`src/pkg/pm_defs.svh`:
```
// Contract
// RULE1: mask bits 16-19 gate adc, comparator, dac and touch clocks; 0 stops, 1 runs
// RULE2: mask bits 8-15 gate control timers 0-2 and basic timers 3-7
// RULE3: mask bits 2-7 gate serial units 0 to 5 in ascending order
// RULE4: mask bit 1 gates event router, bit 0 gates access guard 2
// RULE5: writing one to enable-clear bit 0 drops enable and pending request
// RULE6: writing one to enable-set bit 0 sets enable; both read same state
// RULE7: interrupt request high while clock-ready flag and its enable are set
// RULE8: clock-ready flag sets once clocks settle to current divider selections
// RULE9: writing one clears clock-ready flag; zero no effect; flag resets to 0x00
// RULE10: reset cause is read-only and reads 0x01 after power-on reset
// RULE11: reset cause bit 6 marks a processor system reset request
// RULE12: reset cause bit 5 marks a watchdog timeout reset
// RULE13: reset cause bit 4 marks an external reset pin reset
// RULE14: reset cause bit 2 marks a 3.3 V brown-out reset
// RULE15: reset cause bit 1 marks a 1.2 V brown-out reset
// RULE16: clock mask resets to 0x00010000, only adc clock running
// RULE17: each reset reloads cause with only the latest source; bits 3, 7 zero
// RULE18: write protection blocks mask and enable writes, never flag writes
`ifndef PM_DEFS_SVH
`define PM_DEFS_SVH

`define CLK_PERIOD_NS 20

// register indices; byte address is four times the index
`define IDX_BUS_C_MASK 8'h20
`define IDX_IRQ_EN_CLR 8'h34
`define IDX_IRQ_EN_SET 8'h35
`define IDX_IRQ_FLAG 8'h36
`define IDX_RESET_CAUSE 8'h38
`define IDX_WRITE_PROTECT 8'h3c

// reset values
`define BUS_C_MASK_RST 32'h0001_0000
`define IRQ_EN_RST 1'b0
`define IRQ_FLAG_RST 1'b0
`define RESET_CAUSE_RST 8'h01
`define WRITE_PROTECT_RST 1'b0

// field layout
`define BUS_C_GATE_W 20
`define BUS_C_MASK_WRITABLE 32'h000f_ffff
`define BIT_CLOCK_READY 0
`define BIT_CAUSE_POR 0
`define BIT_CAUSE_BROWNOUT_1V2_RESET_FLAG 1
`define BIT_CAUSE_BROWNOUT_3V3_RESET_FLAG 2
`define BIT_CAUSE_EXT 4
`define BIT_CAUSE_WDT 5
`define BIT_CAUSE_SOFTWARE_RESET_REQUEST_FLAG 6

// clock settling after a divider change
`define SETTLE_NS 200
`define SETTLE_CYCLES ((`SETTLE_NS + `CLK_PERIOD_NS - 1) / `CLK_PERIOD_NS)

`endif

```
`src/pkg/pm_pkg.sv`:
```
`default_nettype none
package pm_pkg;

  typedef struct packed {
    logic touch_controller_clk_en;
    logic dac_clk_en;
    logic comparator_clk_en;
    logic adc_clk_en;
    logic timer_7_clk_en;
    logic timer_6_clk_en;
    logic timer_5_clk_en;
    logic timer_4_clk_en;
    logic timer_3_clk_en;
    logic ctrl_timer_2_clk_en;
    logic ctrl_timer_1_clk_en;
    logic ctrl_timer_0_clk_en;
    logic serial_unit_5_clk_en;
    logic serial_unit_4_clk_en;
    logic serial_unit_3_clk_en;
    logic serial_unit_2_clk_en;
    logic serial_unit_1_clk_en;
    logic serial_unit_0_clk_en;
    logic event_router_clk_en;
    logic access_guard_2_clk_en;
  } bus_c_gate_s;

  typedef struct packed {
    logic software_reset_request_flag;
    logic watchdog_reset_flag;
    logic outside_pin_reset_flag;
    logic brownout_3v3_reset_flag;
    logic brownout_1v2_reset_flag;
    logic power_on_reset_flag;
  } reset_src_s;

  typedef enum logic [1:0] {
    SETTLE_IDLE = 2'b01,
    SETTLE_WAIT = 2'b10
  } settle_e;

  typedef struct packed {
    logic [31:0] mask;
    logic ien;
    logic flag;
    logic [7:0] cause;
    logic wp;
    logic [31:0] rdata;
    logic ready;
    logic slverr;
    logic irq;
    settle_e fsm;
    logic [15:0] cnt;
    logic [2:0] cpu_sel;
    logic [2:0] bus_sel;
    logic capture;
  } state_s;

endpackage
`default_nettype wire

```
`src/verilog/periph_clock_gate_and_reset_cause.sv`:
```
// Chosen here: the APB slave port.
`timescale 1ns/1ps
`default_nettype none
`include "pm_defs.svh"
module periph_clock_gate_and_reset_cause
  import pm_pkg::*;
#(
  parameter logic [15:0] SETTLE_CYCLES = 16'(`SETTLE_CYCLES)
) (
  // clock, reset, enable
  input wire logic CLK,
  input wire logic SRST,
  input wire logic CE,
  // apb slave
  input wire logic PSEL,
  input wire logic PENABLE,
  input wire logic PWRITE,
  input wire logic [9:0] PADDR,
  input wire logic [31:0] PWDATA,
  input wire logic [3:0] PSTRB,
  output logic [31:0] PRDATA,
  output logic PREADY,
  output logic PSLVERR,
  // divider selections from the clock generator
  input wire logic [2:0] CPU_DIV_SEL,
  input wire logic [2:0] BUS_DIV_SEL,
  // reset source record from the reset controller
  input wire reset_src_s RESET_SRC,
  // gated clock enables and interrupt
  output bus_c_gate_s GATE_EN,
  output logic IRQ
);

  localparam state_s STATE_RST = '{
    mask: `BUS_C_MASK_RST,
    ien: `IRQ_EN_RST,
    flag: `IRQ_FLAG_RST,
    cause: `RESET_CAUSE_RST,
    wp: `WRITE_PROTECT_RST,
    rdata: 32'h0000_0000,
    ready: 1'b0,
    slverr: 1'b0,
    irq: 1'b0,
    fsm: SETTLE_IDLE,
    cnt: 16'h0000,
    cpu_sel: 3'h0,
    bus_sel: 3'h0,
    capture: 1'b1
  };

  state_s s_r;
  state_s s_n;
  logic [7:0] idx;
  logic aligned;
  logic setup;
  logic wr_do;
  logic wr_prot;
  logic ien_clr;
  logic ien_set;
  logic flag_clr;
  logic ready_set;
  logic sel_moved;
  logic [31:0] rd_word;

  // decoded strobes and divider compares
  logic wr_mask;
  logic wr_wp;
  logic cpu_moved;
  logic bus_moved;

  // mapped register indices
  function automatic logic reg_hit(input logic [7:0] i);
    case (i)
      `IDX_BUS_C_MASK: reg_hit = 1'b1;
      `IDX_IRQ_EN_CLR: reg_hit = 1'b1;
      `IDX_IRQ_EN_SET: reg_hit = 1'b1;
      `IDX_IRQ_FLAG: reg_hit = 1'b1;
      `IDX_RESET_CAUSE: reg_hit = 1'b1;
      `IDX_WRITE_PROTECT: reg_hit = 1'b1;
      default: reg_hit = 1'b0;
    endcase
  endfunction

  // byte-lane merge limited to implemented bits
  function automatic logic [31:0] merge_lanes(input logic [31:0] old,
                                              input logic [31:0] wd,
                                              input logic [3:0] strb,
                                              input logic [31:0] writable);
    logic [31:0] m;
    m = old;
    for (int b = 0; b < 4; b++) begin
      if (strb[b]) begin
        m[b*8 +: 8] = wd[b*8 +: 8];
      end
    end
    merge_lanes = m & writable;
  endfunction

  // one-hot pick of the latest source, power-on first
  function automatic logic [7:0] cause_encode(input reset_src_s src);
    logic [7:0] c;
    c = 8'h00;
    if (src.power_on_reset_flag) begin
      c[`BIT_CAUSE_POR] = 1'b1;
    end else if (src.brownout_1v2_reset_flag) begin
      c[`BIT_CAUSE_BROWNOUT_1V2_RESET_FLAG] = 1'b1;
    end else if (src.brownout_3v3_reset_flag) begin
      c[`BIT_CAUSE_BROWNOUT_3V3_RESET_FLAG] = 1'b1;
    end else if (src.outside_pin_reset_flag) begin
      c[`BIT_CAUSE_EXT] = 1'b1;
    end else if (src.watchdog_reset_flag) begin
      c[`BIT_CAUSE_WDT] = 1'b1;
    end else if (src.software_reset_request_flag) begin
      c[`BIT_CAUSE_SOFTWARE_RESET_REQUEST_FLAG] = 1'b1;
    end else begin
      c = `RESET_CAUSE_RST;
    end
    cause_encode = c;
  endfunction

  // bit 0 of an 8-bit register written with a one
  function automatic logic lane0_one(input logic [3:0] strb, input logic [31:0] wd);
    lane0_one = strb[0] && wd[`BIT_CLOCK_READY];
  endfunction

  // counter preset; a zero setting still waits one edge
  function automatic logic [15:0] settle_load(input logic [15:0] cycles);
    if (cycles == 16'h0000) begin
      settle_load = 16'h0000;
    end else begin
      settle_load = cycles - 16'h0001;
    end
  endfunction

  // latch the selections that the running settle count refers to
  function automatic state_s sel_latch(input state_s st, input logic [2:0] cpu,
                                       input logic [2:0] bus);
    sel_latch = st;
    sel_latch.cpu_sel = cpu;
    sel_latch.bus_sel = bus;
  endfunction

  // mask bits to per-peripheral bus clock enables
  function automatic bus_c_gate_s gates_of(input logic [31:0] m);
    bus_c_gate_s g;
    // analog
    g.touch_controller_clk_en = m[19]; // RULE1
    g.dac_clk_en = m[18]; // RULE1
    g.comparator_clk_en = m[17]; // RULE1
    g.adc_clk_en = m[16]; // RULE1
    // timers
    g.timer_7_clk_en = m[15]; // RULE2
    g.timer_6_clk_en = m[14]; // RULE2
    g.timer_5_clk_en = m[13]; // RULE2
    g.timer_4_clk_en = m[12]; // RULE2
    g.timer_3_clk_en = m[11]; // RULE2
    g.ctrl_timer_2_clk_en = m[10]; // RULE2
    g.ctrl_timer_1_clk_en = m[9]; // RULE2
    g.ctrl_timer_0_clk_en = m[8]; // RULE2
    // serial units
    g.serial_unit_5_clk_en = m[7]; // RULE3
    g.serial_unit_4_clk_en = m[6]; // RULE3
    g.serial_unit_3_clk_en = m[5]; // RULE3
    g.serial_unit_2_clk_en = m[4]; // RULE3
    g.serial_unit_1_clk_en = m[3]; // RULE3
    g.serial_unit_0_clk_en = m[2]; // RULE3
    // system
    g.event_router_clk_en = m[1]; // RULE4
    g.access_guard_2_clk_en = m[0]; // RULE4
    gates_of = g;
  endfunction

  // enables back to a bus word; bits 31:20 read zero
  function automatic logic [31:0] word_of(input bus_c_gate_s g);
    logic [31:0] w;
    w = 32'h0000_0000;
    // analog
    w[19] = g.touch_controller_clk_en;
    w[18] = g.dac_clk_en;
    w[17] = g.comparator_clk_en;
    w[16] = g.adc_clk_en;
    // timers
    w[15] = g.timer_7_clk_en;
    w[14] = g.timer_6_clk_en;
    w[13] = g.timer_5_clk_en;
    w[12] = g.timer_4_clk_en;
    w[11] = g.timer_3_clk_en;
    w[10] = g.ctrl_timer_2_clk_en;
    w[9] = g.ctrl_timer_1_clk_en;
    w[8] = g.ctrl_timer_0_clk_en;
    // serial units
    w[7] = g.serial_unit_5_clk_en;
    w[6] = g.serial_unit_4_clk_en;
    w[5] = g.serial_unit_3_clk_en;
    w[4] = g.serial_unit_2_clk_en;
    w[3] = g.serial_unit_1_clk_en;
    w[2] = g.serial_unit_0_clk_en;
    // system
    w[1] = g.event_router_clk_en;
    w[0] = g.access_guard_2_clk_en;
    word_of = w;
  endfunction

  // both enable registers show the one shared enable
  function automatic logic [31:0] en_word(input logic e);
    en_word = 32'h0000_0000;
    en_word[0] = e; // RULE6
  endfunction

  // unused bits 3 and 7 never read back set
  function automatic logic [7:0] cause_clean(input logic [7:0] c);
    cause_clean = c;
    cause_clean[3] = 1'b0;
    cause_clean[7] = 1'b0;
  endfunction

  // read mux; reserved bits read zero
  function automatic logic [31:0] read_word(input state_s st, input logic [7:0] i);
    logic [31:0] w;
    w = 32'h0000_0000;
    case (i)
      `IDX_BUS_C_MASK: w = word_of(gates_of(st.mask));
      `IDX_IRQ_EN_CLR: w = en_word(st.ien); // RULE6
      `IDX_IRQ_EN_SET: w = en_word(st.ien); // RULE6
      `IDX_IRQ_FLAG: w[`BIT_CLOCK_READY] = st.flag; // RULE9
      `IDX_RESET_CAUSE: w[7:0] = cause_clean(st.cause); // RULE10 RULE17
      `IDX_WRITE_PROTECT: w[0] = st.wp;
      default: w = 32'h0000_0000;
    endcase
    read_word = w;
  endfunction

  always_comb begin
    s_n = s_r;
    idx = PADDR[9:2];
    aligned = (PADDR[1:0] == 2'b00);
    setup = PSEL && !PENABLE && !s_r.ready;
    wr_do = PSEL && PENABLE && PWRITE && s_r.ready && !s_r.slverr;
    wr_prot = wr_do && !s_r.wp; // RULE18
    ien_clr = 1'b0;
    ien_set = 1'b0;
    flag_clr = 1'b0;
    ready_set = 1'b0;
    sel_moved = 1'b0;

    rd_word = read_word(s_r, idx);

    // write strobes
    wr_mask = wr_prot && (idx == `IDX_BUS_C_MASK);
    wr_wp = wr_do && (idx == `IDX_WRITE_PROTECT) && PSTRB[0];

    // divider compares against the latched selections
    cpu_moved = (CPU_DIV_SEL != s_r.cpu_sel);
    bus_moved = (BUS_DIV_SEL != s_r.bus_sel);

    // one wait-free access phase per transfer
    s_n.ready = setup;
    if (setup) begin
      s_n.slverr = !(aligned && reg_hit(idx));
      s_n.rdata = (aligned && !PWRITE) ? rd_word : 32'h0000_0000;
    end else begin
      s_n.slverr = 1'b0;
      s_n.rdata = 32'h0000_0000;
    end

    // clock mask, reset cause stays read-only
    if (wr_mask) begin
      s_n.mask = merge_lanes(s_r.mask, PWDATA, PSTRB, `BUS_C_MASK_WRITABLE); // RULE1 RULE2 RULE3 RULE4
    end

    if (wr_prot && lane0_one(PSTRB, PWDATA)) begin
      ien_clr = (idx == `IDX_IRQ_EN_CLR);
      ien_set = (idx == `IDX_IRQ_EN_SET);
    end
    if (ien_clr) begin
      s_n.ien = 1'b0; // RULE5
    end
    if (ien_set) begin
      s_n.ien = 1'b1; // RULE6
    end

    flag_clr = wr_do && idx == `IDX_IRQ_FLAG && lane0_one(PSTRB, PWDATA); // RULE9 RULE18

    if (wr_wp) begin
      s_n.wp = PWDATA[0];
    end

    // divider change tracking
    sel_moved = !s_r.capture && (cpu_moved || bus_moved);
    unique case (s_r.fsm)
      SETTLE_IDLE: begin
        if (sel_moved) begin
          s_n.fsm = SETTLE_WAIT;
          s_n.cnt = settle_load(SETTLE_CYCLES);
          s_n = sel_latch(s_n, CPU_DIV_SEL, BUS_DIV_SEL);
        end
      end
      SETTLE_WAIT: begin
        if (sel_moved) begin
          s_n.cnt = settle_load(SETTLE_CYCLES);
          s_n = sel_latch(s_n, CPU_DIV_SEL, BUS_DIV_SEL);
        end else if (s_r.cnt == 16'h0000) begin
          ready_set = 1'b1; // RULE8
          s_n.fsm = SETTLE_IDLE;
        end else begin
          s_n.cnt = s_r.cnt - 16'h0001;
        end
      end
      default: begin
        s_n.fsm = SETTLE_IDLE;
        s_n.cnt = 16'h0000;
      end
    endcase

    // set beats a clear in the same cycle
    s_n.flag = (s_r.flag && !flag_clr) || ready_set; // RULE8 RULE9
    s_n.irq = s_n.flag && s_n.ien; // RULE7 RULE5

    // first enabled cycle after reset release
    if (s_r.capture) begin
      s_n.cause = cause_encode(RESET_SRC); // RULE10 RULE11 RULE12 RULE13 RULE14 RULE15 RULE17
      s_n = sel_latch(s_n, CPU_DIV_SEL, BUS_DIV_SEL);
      s_n.capture = 1'b0;
    end
  end

  always_ff @(posedge CLK) begin
    if (SRST) begin
      s_r <= STATE_RST; // RULE16 RULE9 RULE10
    end else if (CE) begin
      s_r <= s_n;
    end
  end

  assign PRDATA = s_r.rdata;
  assign PREADY = s_r.ready;
  assign PSLVERR = s_r.slverr;
  assign GATE_EN = gates_of(s_r.mask); // RULE1 RULE2 RULE3 RULE4
  assign IRQ = s_r.irq;

endmodule
`default_nettype wire

```
`config.mk`:
```
export PLATFORM = sky130hd
export DESIGN_NAME = periph_clock_gate_and_reset_cause
export DESIGN_NICKNAME = d
export VERILOG_FILES = /design/src/pkg/pm_pkg.sv /design/src/verilog/periph_clock_gate_and_reset_cause.sv
export VERILOG_INCLUDE_DIRS = /design/src /design/src/pkg
export SDC_FILE = /design/constraint.sdc
export NUM_CORES = 1
export LEC_CHECK = 0
export BUFFER_PORTS_ARGS = -buffer_cell sky130_fd_sc_hd__buf_4
export CELL_PAD_IN_SITES_DETAIL_PLACEMENT = 1
export CELL_PAD_IN_SITES_GLOBAL_PLACEMENT = 1
export CORE_ASPECT_RATIO = 0.7
export CORE_MARGIN = 4
export CORE_UTILIZATION = 38
export CTS_CLUSTER_SIZE = 40
export DETAILED_ROUTE_END_ITERATION = 8
export MAX_ROUTING_LAYER = met4
export PLACE_DENSITY_LB_ADDON = 0.12
export REMOVE_ABC_BUFFERS = 1
export SLEW_MARGIN = 20
export SYNTH_ARGS = -nofsm -noshare
export SYNTH_HDL_FRONTEND = slang
export SYNTH_SLANG_ARGS = --single-unit
```
`constraint.sdc`:
```
create_clock -name CLK -period 2.5 [get_ports CLK]
set_input_delay 0.25 -clock CLK [delete_from_list [all_inputs] [get_ports CLK]]
set_output_delay 0.25 -clock CLK [all_outputs]
set_load 0.02 [all_outputs]
```
==> results of run 1 <==
[how the worst min path moves through the flow]
stage | end | depth (start not counted)
global route | GATE_EN[10] | 3
floorplan | s_r[7] | 1
detailed placement | s_r[22] | 1
finish | GATE_EN[5] | 3
global placement | s_r[63] | 2
CTS | GATE_EN[5] | 3
[worst min-delay path, cell delays in order]
cell	delay, ns
buf_4	0.07
mux2i_1	0.05
nor2_1	0.07
[cell type report]
| class | instances | share of cell area, % |
|---|---|---|
| Clock buffer | 11 | 5.29 |
| Clock inverter | 4 | 0.996 |
| Inverter | 11 | 0.865 |
| Multi-Input combinational cell | 310 | 40.2 |
| Sequential cell | 77 | 32.3 |
| Tap cell | 128 | 3.35 |
| Timing Repair Buffer | 108 | 17.0 |
[cell usage after synthesis (all sizes together), types with 6 or more instances]
cell / n / area, sq um
buf: 56 / 417
nor2: 73 / 290
o211ai: 6 / 45.0
mux2i: 21 / 210
nand2: 31 / 134
xor2: 6 / 52.6
a21oi: 27 / 139
nand3: 11 / 55.1
a22oi: 15 / 113
dfxtp: 77 / 1540
inv: 10 / 37.5
nor3: 15 / 91.3
clkbuf: 13 / 48.8
nor4: 11 / 96.3
o21ai: 20 / 111
[power groups by stage]
stage | Sequential (mW) | Clock, mW | Combinational, mW
after detailed placement | 1.30 | 0 | 0.381
final | 1.27 | 1.32 | 0.388
after floorplan | 1.29 | 0 | 0.188
after CTS | 1.27 | 1.35 | 0.385
after global routing | 1.27 | 1.40 | 0.431
after global placement | 1.30 | 0 | 0.372
[sequential cells by signal, indices dropped and copies added, names as in the netlist]
| signal | count |
|---|---|
| s_r | 34 |
| GATE_EN | 20 |
| PRDATA | 20 |
| IRQ | 1 |
| PREADY | 1 |
| PSLVERR | 1 |
[per-layer routing]
layer,vias to the layer above,track usage [%],share of wire [%]
met5,-,-,0
met3,9,5.01,7.6
met2,111,30.2,45
met4,0,4.72,0.84
li1,1693,-,-
met1,1644,28.1,46
[per-stage QoR]
stage | cell area [sq um] | hold slack (ns) | worst slack, ns
6_report | 4780 | 0.139 | 0.176
5_1_grt | 4780 | 0.141 | 0.00747
4_1_cts | 4760 | 0.135 | 0.0539
3_5_place_dp | 4460 | 0.468 | 0.0243
3_3_place_gp | 4460 | 0.448 | 0.122
2_1_floorplan | 3490 | 0.319 | 0.258
[kinds of logic after synthesis]
group | after synthesis | share of synthesized area (%)
flip-flops | 77 | 39.4
other | 1 | 0.0959
AO/OA/AOI/OAI | 94 | 16.2
buffers and inverters | 80 | 13.0
AND/OR/NAND/NOR | 173 | 23.4
multiplexers | 21 | 5.37
XOR/XNOR | 6 | 1.34
adder cells (fa/ha/maj) | 4 | 1.28
[repair_timing]
item                       4_1_cts  5_1_grt
buffers inserted                 0        0
setup endpoints to repair        0        4
gates resized for setup          0        5
==> metrics, run 1 <==
Comb pwr share=13.0%; critical hold path startpoint=PWDATA[5]; CP endpoint kind=flip-flop; Routed Wire Length=11,600 microns; drt drc=0; Max-slew headroom=48.7%; I/O Buffers=93; Starting Density=39.6%; drt wl/cell=17.9 microns; Worst Setup SP=s_r[23]; RSZ-0062 raised after global routing=no; worst-path cell chain=inv_1 -> ha_1 -> nand2b_2 -> nor3_2 -> a21oi_2 -> or2_2 -> or3_1 -> o31ai_1; DR pass1 iterations=5; status=finished clean; Worst EP required=2.75 ns; hold_buf cts=0; R2R setup slack=0.18 ns; total area of multi-input combinational cells=0.00192 sq mm; CTS tree=yes; post-synthesis cell count=456; CP startpoint kind=flip-flop; leakage power figure=2.11 nW; worst r2r dst=s_r[17]; layout cells sized above 1=27.6%; CP peak stage delay=0.41 ns; worst skew pair latency=0.34 ns; antenna viol nets, final=0; first-pass GRT wire length=18,700 microns; Worst Max-Slew Pin Slew=0.762 ns; placed cell count=634; Cell Area, Synth=0.00391 sq mm; fin. max-slew vios=0; row cnt=30; vias in the first global route=3,505; layout net count=585; Die ar.=0.0120 sq mm; YS warnings=0; NetSw=0.753 mW; MaxCap Viol Count=0; Die Y=92.9 microns; Most used DFF post-synth=dfxtp_1; I/O pin cnt=119; sequential share of the synthesized area=39.4%; Top delay family on crit path=simple AND/OR/NAND/NOR gates; critical path arrival=2.58 ns; Final period util=93.0%; Sink Count=77; Reg power frac=42.7%; min Tclk post-route=2.32 ns; worst hold path type=input port to flip-flop; clk slew on worst S/H paths=0.06 ns; Sum Neg Setup Slack=0 ns; routed vias=3,457; Final setup viols=0; CP max stage cell=or3_1; buffer and inverter count on the worst path=1; Pwr Total=2.98 mW; syn avg cell area=8.58 sq um; most frequent cells in the layout=buf_4, dfxtp_1, nor2_1; worst vdd ir=308 uV; total track usage=20.4%; Setup Skew=0.00560 ns; CP Max Fanout=7; GP Congestion=0.859; commonest non-fill, non-tap cell in the layout=buf_4; Non-Filler Instances=649; Max Freq=0.430 GHz; Fillers=1,169; core box area=0.00987 sq mm; Die Width=129 microns; H-tree levels=3; Clk pwr share=44.2%; Seq. cell area=0.00154 sq mm; pin count of the biggest net entering global routing=61; final core occ=48.4%; P&R area growth vs syn=22.1%; CTS Buf Count=9; Sw Share=25.3%; post-synthesis register bit count=77; critical path depth in cells=8; Detailed Place HPWL=8700 microns; pwr/cell area=623 mW/mm^2; Reg2Reg Depth=8; Post-synth EDFFs=0; Final Hold Fails=0; Unique masters post-synth=60; Reg-to-Reg Start=s_r[23]; Int Pwr=2.22 mW; clk buf depth=2; total global routing overflow=0; diode count=0; CTS root buffer=clkbuf_16; crit path capture=s_r[17]; Via density=5.33; FFs w/ async S/R, synth=0%; initial antenna violation count=0; critical path type=flip-flop to flip-flop; DRT iter0 DRCs=225
No activity file was read; power rests on OpenSTA's default activity.
==> inputs of run 2 (changes only) <==
--- a/config.mk
+++ b/config.mk
@@ -7,11 +7,9 @@
 export NUM_CORES = 1
 export LEC_CHECK = 0
 export BUFFER_PORTS_ARGS = -buffer_cell sky130_fd_sc_hd__buf_4
-export CELL_PAD_IN_SITES_DETAIL_PLACEMENT = 1
-export CELL_PAD_IN_SITES_GLOBAL_PLACEMENT = 1
 export CORE_ASPECT_RATIO = 0.7
 export CORE_MARGIN = 4
-export CORE_UTILIZATION = 38
+export CORE_UTILIZATION = 52
 export CTS_CLUSTER_SIZE = 40
 export DETAILED_ROUTE_END_ITERATION = 8
 export MAX_ROUTING_LAYER = met4
==> run 2 against run 1 <==
Via count is 1.7% lower. Maximum frequency down 0.27%. Register-to-register slack about the same. Critical endpoint unchanged. Worst setup slack got worse by 0.0063 ns.
==> metrics, run 2 (same netlist as run 1, synthesis figures left out) <==
most frequent cells in the layout=buf_4, dfxtp_1, nor2_1; CP Max Fanout=5; Final Hold Fails=0; I/O Buffers=93; core box area=0.00732 sq mm; total global routing overflow=0; Reg power frac=49.0%; buffer and inverter count on the worst path=1; Sink Count=77; drt wl/cell=15.0 microns; Comb pwr share=13.6%; routing usage on met3=6.78%; Die Y=80.6 microns; Max-slew headroom=62.4%; Via density=5.53; H-tree levels=3; drt drc=0; critical path arrival=2.59 ns; CP peak stage delay=0.40 ns; DR pass1 iterations=5; worst-path cell chain=inv_1 -> ha_1 -> nand2b_1 -> nor3_1 -> a21oi_1 -> or2_2 -> or3_1 -> o31ai_1; final instance area=0.00459 sq mm; CP max stage cell=or3_1; critical path type=flip-flop to flip-flop; GP Congestion=0.847; pin count of the biggest net entering global routing=36; MaxCap Viol Count=0; worst hold path type=input port to flip-flop; Area after DPL=0.00438 sq mm; M1 GR Usage=28.7%; worst vdd ir=306 uV; layout net count=579; Max Freq=0.429 GHz; leakage power figure=2.02 nW; NetSw=0.727 mW; Top delay family on crit path=simple AND/OR/NAND/NOR gates; CTS tree=yes; Clk pwr share=37.4%; Routed Wire Length=9230 microns; I/O pin cnt=119; first-pass GRT wire length=15,000 microns; commonest non-fill, non-tap cell in the layout=buf_4; vias in the first global route=3,022; CTS Buf Count=9; clk slew on worst S/H paths=0.09 ns; Final setup viols=0; fin. max-slew vios=0; Sum Neg Setup Slack=0 ns; pwr/cell area=565 mW/mm^2; clk buf depth=2; layout cells sized above 1=26.4%; row cnt=26; CP endpoint kind=flip-flop; P&R area growth vs syn=17.3%; Die ar.=0.00900 sq mm; DRT iter0 DRCs=250; status=finished clean; Most flops, register=s_r; min Tclk post-route=2.33 ns; initial antenna violation count=0; max reg flops=34; antenna viol nets, final=0; hold_buf cts=0; Worst Max-Slew Pin Slew=0.558 ns; total track usage=20.9%; met2 Usage GRT=29.9%; CTS root buffer=clkbuf_8; RSZ-0062 raised after global routing=no; Die Width=112 microns; CP startpoint kind=flip-flop; diode count=0; routed vias=3,397; Int Pwr=1.86 mW; Sw Share=28.1%; Fillers=641; Final period util=93.2%; Most Used Layer, Global Route=met2; Starting Density=53.4%; worst skew pair latency=0.35 ns; Detailed Place HPWL=6780 microns; Setup Skew=0.00833 ns; Worst EP required=2.76 ns
[run 2: area by class of cell]
type,count,area (sq um),area share [%]
flip-flops and latches,77,1540,33.6
well taps,98,123,2.67
multi-input cells,310,1910,41.7
clock buffers,9,124,2.70
inverters,11,41.3,0.900
repair buffers,102,766,16.7
clock inverters,7,81.3,1.77
[run 2: metrics by stage]
step | setup WS (ns) | hold slack [ns] | total power, mW | std cells | util (%)
5_1_grt | 0.0400 | 0.125 | 2.71 | 614 | 62.7
3_5_place_dp | 0.138 | 0.454 | 1.64 | 598 | 59.8
2_1_floorplan | 0.258 | 0.319 | 1.48 | 398 | -
4_1_cts | 0.107 | 0.120 | 2.61 | 614 | 62.6
3_3_place_gp | 0.190 | 0.450 | 1.64 | 598 | 59.8
6_report | 0.170 | 0.129 | 2.59 | 614 | 62.7
[run 2: worst paths after layout]
path / startpoint / to / slack (ns) / depth (start not counted)
max: s_r[23] / s_r[17] / 0.17 / 8
min: PWDATA[9] / GATE_EN[9] / 0.13 / 3
max reg2reg: s_r[23] / s_r[17] / 0.17 / 8
min reg2reg: s_r[63] / s_r[63] / 0.47 / 2
[run 2: power groups by stage]
stage / Sequential (mW) / Combinational, mW / Clock [mW]
after floorplan: 1.29 / 0.188 / 0
after global placement: 1.30 / 0.342 / 0
after detailed placement: 1.30 / 0.347 / 0
after CTS: 1.27 / 0.349 / 0.990
after global routing: 1.27 / 0.390 / 1.05
final: 1.27 / 0.352 / 0.969
[run 2: timing repair]
item                                    4_1_cts  5_1_grt
buffers inserted                              0        0
endpoints found under the setup margin        0        7
gates resized for setup                       0        1
endpoints found under the hold margin         0        0
[run 2: tightest hold or removal path, stage by stage]
cell     delay [ns]
buf_4          0.08
mux2i_1        0.05
nor2_1         0.07
[run 2: routing by layer]
metal  vias to the layer above  routed length [microns]
met1                      1590                     4350
met4                         0                       24
met2                       124                     4050
met5                         -                        0
li1                       1681                        -
met3                         2                      806
==> inputs of run 3 (changes only) <==
--- a/config.mk
+++ b/config.mk
@@ -7,7 +7,7 @@
 export NUM_CORES = 1
 export LEC_CHECK = 0
 export BUFFER_PORTS_ARGS = -buffer_cell sky130_fd_sc_hd__buf_4
-export CORE_ASPECT_RATIO = 0.7
+export CORE_ASPECT_RATIO = 2
 export CORE_MARGIN = 4
 export CORE_UTILIZATION = 52
 export CTS_CLUSTER_SIZE = 40
==> constraint.sdc (replaced) <==
create_clock -name CLK -period 2.5 [get_ports CLK]
set_input_delay 0.25 -clock CLK [delete_from_list [all_inputs] [get_ports CLK]]
set_output_delay 0.25 -clock CLK [all_outputs]
set_load 0.1 [all_outputs]
==> run 3 against run 2 <==
Die area is 0.69% higher. Combinational power is 26% higher. Final area is 3.6% higher. Largest power group is now the clock network.
==> metrics, run 3 (same netlist as run 1, synthesis figures left out) <==
status=finished clean; CP Max Fanout=8; Via density=5.65; Setup Skew=0.00621 ns; DRT iter0 DRCs=173; Final period util=90.8%; drt wl/cell=15.5 microns; Most flops, register=s_r; Worst Max-Slew Pin Slew=0.598 ns; critical path type=flip-flop to flip-flop; Sink Count=77; first-pass GRT wire length=15,700 microns; Max Freq=0.441 GHz; fin. max-slew vios=0; R2R setup slack=0.23 ns; pre-CTS setup slack=0.0786 ns; drt drc=0; total track usage=22.2%; total setup buffers inserted after CTS=0; critical path arrival=2.52 ns; worst skew pair latency=0.33 ns; I/O Buffers=93; Int Pwr=2.37 mW; PnR worst setup slack=0.231 ns; Detailed Place HPWL=7360 microns; CTS Buf Count=9; antenna viol nets, final=0; most frequent cells in the layout=buf_4, dfxtp_1, nor2_1; critical hold path startpoint=PWDATA[6]; CP endpoint kind=flip-flop; worst vdd ir=437 uV; Starting Density=53.4%; H-tree levels=3; Routed Wire Length=9530 microns; Clk pwr share=45.9%; layout cells sized above 1=26.9%; Fillers=664; RSZ-0062 raised after global routing=no; worst hold path type=input port to flip-flop; Hold WS=0.156 ns; Reg power frac=40.1%; NetSw=0.794 mW; CP max stage cell=o41a_1; commonest non-fill, non-tap cell in the layout=buf_4; row cnt=44; core box area=0.00732 sq mm; I/O pin cnt=119; worst-path cell chain=inv_1 -> ha_1 -> nor4b_2 -> nand3_1 -> o41a_1 -> o21ai_4 -> buf_4 -> a21oi_1 -> a211oi_1; vias in the first global route=3,372; Reg-to-Reg Start=s_r[7]; initial antenna violation count=0; max reg flops=34; post-cts sizing count=0; MaxCap Viol Count=0; layout net count=584; Final setup viols=0; CP peak stage delay=0.39 ns; Die Width=69.3 microns; Worst EP required=2.75 ns; DR pass1 iterations=5; Sw Share=25.0%; CP startpoint kind=flip-flop; Die Y=131 microns; Die ar.=0.00906 sq mm; Worst Setup SP=s_r[7]; final core occ=64.9%; P&R area growth vs syn=21.5%; Max-slew headroom=59.8%; Comb pwr share=14.0%; pin count of the biggest net entering global routing=37; CTS root buffer=clkbuf_16; CTS tree=yes; total global routing overflow=0; clk buf depth=2; diode count=0; leakage power figure=2.11 nW; hold_buf cts=0; Sum Neg Setup Slack=0 ns; min Tclk post-route=2.27 ns; pwr/cell area=667 mW/mm^2; Final Hold Fails=0; GP Congestion=0.940; routed vias=3,465; clk slew on worst S/H paths=0.06 ns
==> run 3: cell types whose count changed in the layout (fill, tap and decap cells not counted), sizes merged <==
| cell | delta |
|---|---|
| buf | +5 |
| inv | -3 |
| clkinv | +2 |
| clkinvlp | -2 |
| bufinv | +2 |
| clkbuf | +1 |
==> run 3: through the flow <==
step | area, sq um | std cells | power, mW
after floorplan | 3490 | 398 | 1.55
after global placement | 4410 | 597 | 1.73
after detailed placement | 4410 | 597 | 1.73
after CTS | 4750 | 613 | 3.20
after global routing | 4750 | 613 | 3.30
final | 4750 | 613 | 3.17
==> run 3: area by class of cell <==
class	count	area, sq um	share of cell area [%]
Multi-Input combinational cell	310	1910	40.2
Timing Repair Buffer	107	803	16.9
Clock buffer	10	229	4.82
Clock inverter	6	111	2.34
Tap cell	92	115	2.42
Sequential cell	77	1540	32.4
Inverter	11	41.3	0.869
==> run 3: worst paths after layout <==
kind         depth (start not counted)          to
max                                  9     s_r[22]
min                                  3  GATE_EN[6]
max reg2reg                          9     s_r[22]
min reg2reg                          2     s_r[63]
==> run 3: metal layers <==
metal / wire length [microns] / vias to the layer above / track usage, %
met1: 3260 / 1628 / 21.0
met2: 5410 / 117 / 41.4
li1: - / 1689 / -
met3: 516 / 31 / 4.67
met4: 340 / 0 / 12.3
met5: 0 / - / -
==> run 3: critical path, delay by kind of cell, from the launching register on <==
kind | cells | cell delay [ns]
AO/OA/AOI/OAI | 4 | 0.93
adder cells (fa/ha/maj) | 1 | 0.17
buffers and inverters | 2 | 0.35
flip-flops | 1 | 0.33
AND/OR/NAND/NOR | 2 | 0.41
==> run 3: power groups by stage <==
stage	clock [mW]	sequential [mW]	combinational (mW)
final	1.46	1.27	0.442
after global routing	1.54	1.27	0.484
after CTS	1.48	1.27	0.441
after detailed placement	0	1.30	0.437
after global placement	0	1.30	0.433
after floorplan	0	1.30	0.250
